### config.mk
export PLATFORM = sky130hd
export DESIGN_NAME = sto_monitor
export DESIGN_NICKNAME = d
export VERILOG_FILES = /design/src/rtl/sto_pkg.sv /design/src/rtl/sto_monitor.sv /design/src/rtl/sto_sync2.sv
export SDC_FILE = /design/constraint.sdc
export NUM_CORES = 1
export LEC_CHECK = 0
export ABC_AREA = 0
export BUFFER_PORTS_ARGS = -buffer_cell sky130_fd_sc_hd__buf_2
export CAP_MARGIN = 20
export CORE_UTILIZATION = 48
export CTS_BUF_LIST = sky130_fd_sc_hd__clkbuf_16
export CTS_CLUSTER_SIZE = 10
export DETAILED_ROUTE_END_ITERATION = 8
export PLACE_DENSITY = 0.76
export SKIP_CTS_REPAIR_TIMING = 1
export SLEW_MARGIN = 20
export SYNTH_ARGS = -nofsm -noshare
export SYNTH_HDL_FRONTEND = slang
export SYNTH_SLANG_ARGS = --single-unit
### constraint.sdc
create_clock -name clk -period 2.2 [get_ports clk]
set_input_delay 0.66 -clock clk [delete_from_list [all_inputs] [get_ports clk]]
set_output_delay 0.66 -clock clk [all_outputs]
set_load 0.01 [all_outputs]
### src/rtl/sto_pkg.sv
// package for the dual-channel torque-off supervisor: register map, fields, timing
// assumes a 40 MHz system clock and a simple strobe register port
package sto_pkg;

  localparam int unsigned CLK_HZ          = 40_000_000;
  // mismatch window: the latch must fire between 1.4 s and 3.4 s
  localparam int unsigned MISMATCH_MIN_MS = 1400;
  localparam int unsigned MISMATCH_MAX_MS = 3400;
  // fire at 2.4 s, safely inside the window
  localparam int unsigned MISMATCH_MS     = 2400;
  localparam int unsigned MISMATCH_CYC    = (CLK_HZ / 1000) * MISMATCH_MS;

  localparam int unsigned ADDR_W = 4;
  localparam int unsigned DATA_W = 32;

  localparam logic [3:0] OFF_STATUS   = 4'h0;
  localparam logic [3:0] OFF_CONTROL  = 4'h4;
  localparam logic [3:0] OFF_IRQ_STAT = 4'h8;
  localparam logic [3:0] OFF_IRQ_EN   = 4'hC;
  localparam logic [3:0] OFF_IRQ_CLR  = 4'h8;

  // status register bit positions
  localparam int unsigned ST_IN_A     = 0;
  localparam int unsigned ST_IN_B     = 1;
  localparam int unsigned ST_REPORT   = 2;
  localparam int unsigned ST_MISMATCH = 3;
  localparam int unsigned ST_SUPPLY   = 4;
  localparam int unsigned ST_LATCHED  = 5;
  localparam int unsigned ST_PWR_EN   = 6;

  // control register: bit 0 is the firmware motor enable request
  localparam int unsigned CT_ENABLE   = 0;
  localparam logic [DATA_W-1:0] CONTROL_RST = 32'h0000_0000;

  // interrupt event bits
  localparam int unsigned EV_TRIP     = 0;
  localparam int unsigned EV_MISMATCH = 1;
  localparam int unsigned EV_LATCH    = 2;
  localparam int unsigned EV_SUPPLY   = 3;
  localparam int unsigned EV_W        = 4;
  localparam logic [EV_W-1:0] EV_RST  = 4'h0;

  typedef struct packed {
    logic [ADDR_W-1:0] addr;
    logic [DATA_W-1:0] wdata;
    logic              wr;
    logic              rd;
  } sto_req_s;

  typedef struct packed {
    logic report;
    logic mismatch;
    logic latched;
    logic safe_supply;
  } sto_flags_s;

endpackage

### src/rtl/sto_monitor.sv
// dual-channel torque-off supervisor: gates the power stage, flags mismatch, latches faults
// assumes rstn is the power-on reset and supply_ok comes from an external voltage monitor
//
// Summary of operation
// - both inputs low: stage off, flags zero
// - trip signalled to processor and safety side
// - both high: firmware may enable, report one
// - inputs disagree: stage off, mismatch flag set
// - long disagreement latches fault until power cycle
// - latched: stage off, report is input NOR
// - bad logic supply forces safe state until recovery
// - after power-on with inputs high, enable works
// - inputs and flags readable by software
// - gating independent of firmware, firmware only notified
//
// The implementer's own choices: the plain strobed port and the register offsets.
`timescale 1ns/1ps
module sto_monitor #(
  parameter int unsigned MISMATCH_CYC = sto_pkg::MISMATCH_CYC
) (
  input  wire logic                       clk,
  input  wire logic                       rstn,
  input  wire logic                       torque_off_input_a,
  input  wire logic                       torque_off_input_b,
  input  wire logic                       supply_ok,
  input  wire logic [sto_pkg::ADDR_W-1:0] addr,
  input  wire logic [sto_pkg::DATA_W-1:0] wdata,
  input  wire logic                       wr,
  input  wire logic                       rd,
  output logic      [sto_pkg::DATA_W-1:0] rdata,
  output logic                            power_stage_en,
  output logic                            torque_off_report_flag,
  output logic                            mismatch_fault_flag,
  output logic                            supply_fault_flag,
  output logic                            safety_trip,
  output logic                            irq
);

  localparam int unsigned CNT_W = $clog2(MISMATCH_CYC + 1);

  typedef enum logic [2:0] {
    ST_OFF,
    ST_ENABLED,
    ST_MISMATCH,
    ST_LATCHED,
    ST_SUPPLY
  } sto_state_e;

  typedef struct packed {
    sto_state_e                 mode;
    logic [CNT_W-1:0]           cnt;
    logic [CNT_W-1:0]           mis_run;
    logic                       en_req;
    logic [sto_pkg::EV_W-1:0]   ev_stat;
    logic [sto_pkg::EV_W-1:0]   ev_en;
    logic [sto_pkg::DATA_W-1:0] rdata;
    logic                       pwr;
    sto_pkg::sto_flags_s        flags;
    logic                       trip;
    logic                       irq;
  } sto_core_s;

  sto_core_s   st_q;
  sto_core_s   st_d;
  sto_pkg::sto_req_s req;
  logic [2:0]  pins_sync;
  logic        in_a;
  logic        in_b;
  logic        sup_ok;

  assign req = '{addr: addr, wdata: wdata, wr: wr, rd: rd};

  // supply reads as bad for two clocks after reset, so a power-on passes the supply state once
  // pins cross from outside the clock domain
  sto_sync2 #(
    .W (3)
  ) u_sync (
    .clk  (clk),
    .rstn (rstn),
    .d    ({supply_ok, torque_off_input_b, torque_off_input_a}),
    .q    (pins_sync)
  );

  assign in_a   = pins_sync[0];
  assign in_b   = pins_sync[1];
  assign sup_ok = pins_sync[2];

  function automatic logic [sto_pkg::DATA_W-1:0] status_word(
    input logic in_a_f,
    input logic in_b_f,
    input sto_pkg::sto_flags_s fl,
    input logic pwr_f
  );
    logic [sto_pkg::DATA_W-1:0] w;
    w = '0;
    w[sto_pkg::ST_IN_A]     = in_a_f;
    w[sto_pkg::ST_IN_B]     = in_b_f;
    w[sto_pkg::ST_REPORT]   = fl.report;
    w[sto_pkg::ST_MISMATCH] = fl.mismatch;
    w[sto_pkg::ST_SUPPLY]   = fl.safe_supply;
    w[sto_pkg::ST_LATCHED]  = fl.latched;
    w[sto_pkg::ST_PWR_EN]   = pwr_f;
    return w;
  endfunction

  always_comb begin
    logic [sto_pkg::EV_W-1:0] ev;
    ev   = '0;
    st_d = st_q;

    // mode transitions; supply fault outranks every mode but the latch, latch survives recovery
    case (st_q.mode)
      ST_OFF, ST_ENABLED: begin
        if (in_a != in_b) begin
          st_d.mode = ST_MISMATCH;
        end else if (in_a) begin
          st_d.mode = ST_ENABLED;
        end else begin
          st_d.mode = ST_OFF;
        end
        st_d.cnt = '0;
      end
      ST_MISMATCH: begin
        if (in_a == in_b) begin
          st_d.mode = in_a ? ST_ENABLED : ST_OFF;
          st_d.cnt  = '0;
        end else if (st_q.cnt >= CNT_W'(MISMATCH_CYC - 1)) begin
          st_d.mode = ST_LATCHED;
          ev[sto_pkg::EV_LATCH] = 1'b1;
        end else begin
          st_d.cnt = st_q.cnt + CNT_W'(1);
        end
      end
      ST_LATCHED: begin
        st_d.mode = ST_LATCHED;
      end
      ST_SUPPLY: begin
        // returns through the off state so inputs are re-evaluated
        st_d.mode = ST_OFF;
        st_d.cnt  = '0;
      end
      default: begin
        st_d.mode = ST_OFF;
        st_d.cnt  = '0;
      end
    endcase

    if (!sup_ok && st_q.mode != ST_LATCHED) begin
      st_d.mode = ST_SUPPLY;
      st_d.cnt  = '0;
    end else if (st_q.mode == ST_SUPPLY && !sup_ok) begin
      st_d.mode = ST_SUPPLY;
    end

    // outputs derived from the next mode and current synchronised pins
    st_d.flags.report      = 1'b0;
    st_d.flags.mismatch    = 1'b0;
    st_d.flags.latched     = 1'b0;
    st_d.flags.safe_supply = 1'b0;
    st_d.pwr               = 1'b0;
    case (st_d.mode)
      ST_OFF: begin
        st_d.flags.report = 1'b0;
      end
      ST_ENABLED: begin
        st_d.flags.report = 1'b1;
        // hardware gate: firmware request alone cannot bypass it
        st_d.pwr = st_q.en_req;
      end
      ST_MISMATCH: begin
        st_d.flags.mismatch = 1'b1;
      end
      ST_LATCHED: begin
        st_d.flags.mismatch = 1'b1;
        st_d.flags.latched  = 1'b1;
        st_d.flags.report   = ~(in_a | in_b);
      end
      ST_SUPPLY: begin
        st_d.flags.safe_supply = 1'b1;
      end
      default: begin
        st_d.pwr = 1'b0;
      end
    endcase
    st_d.trip = ~st_d.pwr;

    // run length kept apart from cnt so the latch timing check does not trust it
    if (st_q.mode != ST_MISMATCH) begin
      st_d.mis_run = '0;
    end else if (st_q.mis_run != CNT_W'(MISMATCH_CYC)) begin
      st_d.mis_run = st_q.mis_run + CNT_W'(1);
    end

    // events; set wins over a same-cycle clear
    ev[sto_pkg::EV_TRIP]     = st_d.trip & ~st_q.trip;
    ev[sto_pkg::EV_MISMATCH] = st_d.flags.mismatch & ~st_q.flags.mismatch;
    ev[sto_pkg::EV_SUPPLY]   = st_d.flags.safe_supply & ~st_q.flags.safe_supply;

    if (req.wr && req.addr == sto_pkg::OFF_CONTROL) begin
      st_d.en_req = req.wdata[sto_pkg::CT_ENABLE];
    end
    if (req.wr && req.addr == sto_pkg::OFF_IRQ_EN) begin
      st_d.ev_en = req.wdata[sto_pkg::EV_W-1:0];
    end
    if (req.wr && req.addr == sto_pkg::OFF_IRQ_CLR) begin
      st_d.ev_stat = st_q.ev_stat & ~req.wdata[sto_pkg::EV_W-1:0];
    end
    st_d.ev_stat = st_d.ev_stat | ev;

    st_d.rdata = '0;
    if (req.rd) begin
      case (req.addr)
        sto_pkg::OFF_STATUS:   st_d.rdata = status_word(in_a, in_b, st_q.flags, st_q.pwr);
        sto_pkg::OFF_CONTROL:  st_d.rdata = {31'h0000_0000, st_q.en_req};
        sto_pkg::OFF_IRQ_STAT: st_d.rdata = {28'h000_0000, st_q.ev_stat};
        sto_pkg::OFF_IRQ_EN:   st_d.rdata = {28'h000_0000, st_q.ev_en};
        default:               st_d.rdata = '0;
      endcase
    end
    st_d.irq = |(st_d.ev_stat & st_d.ev_en);
  end

  always_ff @(posedge clk or negedge rstn) begin
    if (!rstn) begin
      st_q         <= '0;
      st_q.mode    <= ST_OFF;
      st_q.trip    <= 1'b1;
      st_q.en_req  <= sto_pkg::CONTROL_RST[sto_pkg::CT_ENABLE];
      st_q.ev_stat <= sto_pkg::EV_RST;
      st_q.ev_en   <= sto_pkg::EV_RST;
    end else begin
      st_q <= st_d;
    end
  end

  assign rdata                  = st_q.rdata;
  assign power_stage_en         = st_q.pwr;
  assign torque_off_report_flag = st_q.flags.report;
  assign mismatch_fault_flag    = st_q.flags.mismatch;
  assign supply_fault_flag      = st_q.flags.safe_supply;
  assign safety_trip            = st_q.trip;
  assign irq                    = st_q.irq;

  property p_both_low;
    @(posedge clk) disable iff (!rstn)
      (st_q.mode == ST_OFF) |-> (!power_stage_en && !torque_off_report_flag
                                 && !mismatch_fault_flag);
  endproperty
  a_both_low: assert property (p_both_low) else $error("off state drives stage or flags");

  property p_trip;
    @(posedge clk) disable iff (!rstn)
      safety_trip == !power_stage_en;
  endproperty
  a_trip: assert property (p_trip) else $error("trip not inverse of stage enable");

  property p_enabled;
    @(posedge clk) disable iff (!rstn)
      (in_a && in_b && st_q.mode == ST_ENABLED && st_q.en_req && sup_ok)
        |=> power_stage_en;
  endproperty
  a_enabled: assert property (p_enabled) else $error("enable request not honoured");

  property p_mismatch;
    @(posedge clk) disable iff (!rstn)
      (in_a != in_b && sup_ok && st_q.mode != ST_LATCHED && st_q.mode != ST_SUPPLY)
        |=> (mismatch_fault_flag && !power_stage_en);
  endproperty
  a_mismatch: assert property (p_mismatch) else $error("disagreement not flagged");

  // the latch must follow exactly MISMATCH_CYC cycles of disagreement, counted apart
  property p_latch_bound;
    @(posedge clk) disable iff (!rstn)
      $rose(st_q.mode == ST_LATCHED)
        |-> st_q.mis_run == CNT_W'(MISMATCH_CYC);
  endproperty
  a_latch_bound: assert property (p_latch_bound) else $error("latched too early");

  property p_latched;
    @(posedge clk) disable iff (!rstn)
      (st_q.mode == ST_LATCHED) |=> (st_q.mode == ST_LATCHED && !power_stage_en
        && mismatch_fault_flag && torque_off_report_flag == ~($past(in_a) | $past(in_b)));
  endproperty
  a_latched: assert property (p_latched) else $error("latched state not held");

  property p_supply;
    @(posedge clk) disable iff (!rstn)
      (!sup_ok && st_q.mode != ST_LATCHED) |=> (supply_fault_flag && !power_stage_en);
  endproperty
  a_supply: assert property (p_supply) else $error("supply fault not forced safe");

  property p_irq;
    @(posedge clk) disable iff (!rstn)
      $rose(mismatch_fault_flag) |-> st_q.ev_stat[sto_pkg::EV_MISMATCH];
  endproperty
  a_irq: assert property (p_irq) else $error("mismatch event not recorded");

  property p_read_idle;
    @(posedge clk) disable iff (!rstn)
      !rd |=> rdata == '0;
  endproperty
  a_read_idle: assert property (p_read_idle) else $error("read data outside read cycle");

  // the stage may only be on while both channels agree high, whatever firmware asks
  property p_stage_gate;
    @(posedge clk) disable iff (!rstn)
      power_stage_en |-> (torque_off_report_flag && !mismatch_fault_flag && !supply_fault_flag);
  endproperty
  a_stage_gate: assert property (p_stage_gate) else $error("stage on without both inputs");

endmodule

### src/rtl/sto_sync2.sv
// two-flop synchroniser for the asynchronous torque-off and supply pins
// assumes inputs are static levels; glitches shorter than a clock are not filtered
`timescale 1ns/1ps
module sto_sync2 #(
  parameter int unsigned W = 3
) (
  input  wire logic         clk,
  input  wire logic         rstn,
  input  wire logic [W-1:0] d,
  output logic      [W-1:0] q
);

  typedef struct packed {
    logic [W-1:0] s1;
    logic [W-1:0] s2;
  } sto_sync_s;

  sto_sync_s st_q;
  sto_sync_s st_d;

  always_comb begin
    st_d    = st_q;
    st_d.s1 = d;
    st_d.s2 = st_q.s1;
  end

  always_ff @(posedge clk or negedge rstn) begin
    if (!rstn) begin
      st_q <= '0;
    end else begin
      st_q <= st_d;
    end
  end

  assign q = st_q.s2;

endmodule

==> results.sh <==
export IMPL_hp_class="in -> async"
export IMPL_cp_cell_sequence="and4_4 -> nand4_4 -> or3_4 -> or2_4 -> or4_1 -> a21oi_1"
export IMPL_pwr_share_clk=0.469
export IMPL_nNetsFinal=431
export IMPL_setup_violations=0
export IMPL_cpPeakStageDelay_ps=520
export IMPL_yosysWarningCount=0
export IMPL_die_height_um=83.6
export IMPL_synth_async_reset_ratio=1.00
export IMPL_start_kind="flop"
export IMPL_crit_slowest_cell="or4_1"
export IMPL_path_max_fanout=7
export IMPL_worstSetupPathType="reg -> reg"
export IMPL_antenna_found_initial=0
export IMPL_crit_required_ps=2450
export IMPL_area_growth_pct=23.3
export IMPL_wl_mm=7.25
export IMPL_clk_latency_ps=330
export IMPL_cp_buffers_inverters=0
export IMPL_htreeDepth=3
export IMPL_drive_above_1_share=0.323
export IMPL_clockBufferDepth=2
export IMPL_clk_pin_slew_ps=50
export IMPL_drv_slew=0
export IMPL_synth_area_leaders="dfrtp_1, buf_4, mux2_2"
export IMPL_timing_fmax_ghz=0.467
export IMPL_grt_max_degree=40
export IMPL_pwr_density_cell_mw_per_mm2=658
export IMPL_start_util=0.500
export IMPL_synth_seq_cells=59
export IMPL_ys_types=63
export IMPL_first_pass_iters=4
export IMPL_numCtsBuffers=9
export IMPL_yosys_top_cells_count="dfrtp_1, buf_4, nand2_1"
export IMPL_wire_per_inst_um=15.5
export IMPL_grt_usage=0.216
export IMPL_synth_top_cell_area_share=0.454
export IMPL_port_buffers=27
export IMPL_p_leak_nw=1.78
export IMPL_ys_seq_area_frac=0.462
export IMPL_synth_main_ff_cell="dfrtp_1"
export IMPL_arrival_ps=2400
export IMPL_swShare=0.241
export IMPL_path_depth=6
export IMPL_end_kind="flop"
export IMPL_post_route_period_util=0.974
export IMPL_worstRegToRegCells=6
export IMPL_status="finished clean"
export IMPL_overflow=0
export IMPL_coreArea_mm2=0.00639
export IMPL_tritoncts="yes"
export IMPL_p_total_mw=2.59
export IMPL_syn_avg_cell_area_um2=10.0
export IMPL_clock_skew_ps=4.84
export IMPL_antenna_cells=0
export IMPL_io_pins=81
export IMPL_synth_cells=319
export IMPL_multi_input_area_mm2=0.00155
export IMPL_gp_congestion=0.876
export IMPL_fillCellCount=523
export IMPL_switchingPower_uw=625
export IMPL_rows=29
export IMPL_finalCriticalPeriod_ps=2140
export IMPL_ff_latch_area_mm2=0.00148
export IMPL_routed_via_count=2649
export IMPL_hold_viol=0
export IMPL_drt_iter0_markers=145
export IMPL_synth_edf_count=0
export IMPL_maxSlewHeadroom=0.660
export IMPL_die_area_mm2=0.00699
export IMPL_pre_cts_ws_ps=-74.5
export IMPL_seqPwrFrac=0.451
export IMPL_worst_slack_ps=56.7
export IMPL_grt_pass1_wl_mm=11.8
export IMPL_routed_via_density=5.67
export IMPL_ir_drop_v=0.000679
export IMPL_critPathTopFamily="simple AND/OR/NAND/NOR gates"
export IMPL_clockRootBuffer="clkbuf_16"
export IMPL_comb_power_share=0.079
export IMPL_cts_sinks=59
export IMPL_worst_pin_slew_ps=509
export IMPL_drc=0
export IMPL_p_int_mw=1.97
export IMPL_finalCoreUtilization=0.617
export IMPL_yosysTopAreaCell="dfrtp_1"
export IMPL_antenna_left=0
export IMPL_die_w_um=83.6
export IMPL_netlist_area_mm2=0.00320
export IMPL_rsz0062_at_grt="yes"
export IMPL_grt_pass1_vias=2507
export IMPL_drv_cap=0
export IMPL_hpwl_mm=4.94
export IMPL_synth_most_common_cell="dfrtp_1"
## cells by family after synthesis
group | Yosys count | share of synthesized area
adder cells (fa/ha/maj) | 3 | 0.0117
XOR/XNOR | 3 | 0.00822
flip-flops | 59 | 0.462
AND/OR/NAND/NOR | 117 | 0.204
multiplexers | 10 | 0.0388
buffers and inverters | 55 | 0.110
AO/OA/AOI/OAI | 71 | 0.164
other | 1 | 0.00117
## final cells by class
type                       instances  area share
multi-input combinational        230       0.394
sequential                        59       0.375
timing repair buffer              74       0.130
clock buffer                       9      0.0571
tap                               77      0.0244
inverter                          11      0.0105
clock inverter                     7     0.00889
## routing by layer
layer  track usage  up-vias  routed length, um
li1              -     1247                  -
met1         0.284     1318               3240
met2         0.328       74               3500
met3        0.0673       10                372
met4        0.0940        0                131
met5             0        -                  0
## registers in the layout, summed over array words and instances (netlist names)
| signal | count |
|---|---|
| torque_off_report_flag | 1 |
| safety_trip | 1 |
| irq | 1 |
| mismatch_fault_flag | 1 |
| u_sync.st_d | 3 |
| power_stage_en | 1 |
| u_sync.q | 3 |
| supply_fault_flag | 1 |
| st_q | 40 |
| rdata | 7 |
## worst paths after layout
path,start,end,slack (ps)
hold / removal,rstn,st_q[39]$_DFF_PN0_,280
max in group asynchronous,rstn,st_q[92]$_DFFE_PN0P_,1350
setup / recovery,st_q[78]$_DFFE_PN0P_,st_q[100]$_DFFE_PN0P_,60
hold reg to reg,u_sync.st_d[0]$_DFF_PN0_,u_sync.q[0]$_DFF_PN0_,340
min in group clk,u_sync.st_d[0]$_DFF_PN0_,u_sync.q[0]$_DFF_PN0_,340
setup reg to reg,st_q[78]$_DFFE_PN0P_,st_q[100]$_DFFE_PN0P_,60
## power groups by stage
stage,Clock (mW),Combinational (mW),Sequential [mW]
3_5_place_dp,0,0.200,1.18
4_1_cts,1.25,0.202,1.17
5_1_grt,1.28,0.230,1.18
3_3_place_gp,0,0.195,1.18
2_1_floorplan,0,0.152,1.18
6_report,1.22,0.205,1.17
## cells in the final DEF (no fill, tap or decap), types with 4 or more instances in the layout
| master | instances |
|---|---|
| nand3_1 | 11 |
| dfrtp_1 | 58 |
| and2_1 | 6 |
| nor3_1 | 5 |
| or4_1 | 6 |
| mux2_2 | 9 |
| nor2_1 | 22 |
| buf_2 | 27 |
| o21ai_0 | 9 |
| clkbuf_16 | 9 |
| nand2_1 | 27 |
| o31ai_1 | 8 |
| inv_1 | 9 |
| conb_1 | 25 |
| clkinv_1 | 4 |
| nand4_1 | 8 |
| and3_1 | 5 |
| a22oi_1 | 4 |
| buf_4 | 43 |
| a21oi_1 | 14 |
## worst register-to-register path, delay by kind of cell, from the launching register on
kind	cells	cell delay, ps
AOI/OAI and AO/OA	1	130
DFF	1	390
and+or+nand+nor	5	1560
## stage by stage
| stage | cell area, um^2 | instances | hold slack [ps] | TNS (ps) |
|---|---|---|---|---|
| 2_1_floorplan | 3290 | 343 | 331 | 0 |
| 3_3_place_gp | 3530 | 445 | 332 | -129 |
| 3_5_place_dp | 3530 | 445 | 335 | -376 |
| 4_1_cts | 3790 | 461 | 290 | -492 |
| 5_1_grt | 3940 | 467 | 317 | -42.0 |
| 6_report | 3940 | 467 | 281 | 0 |
(Power assumes the default switching activity.)
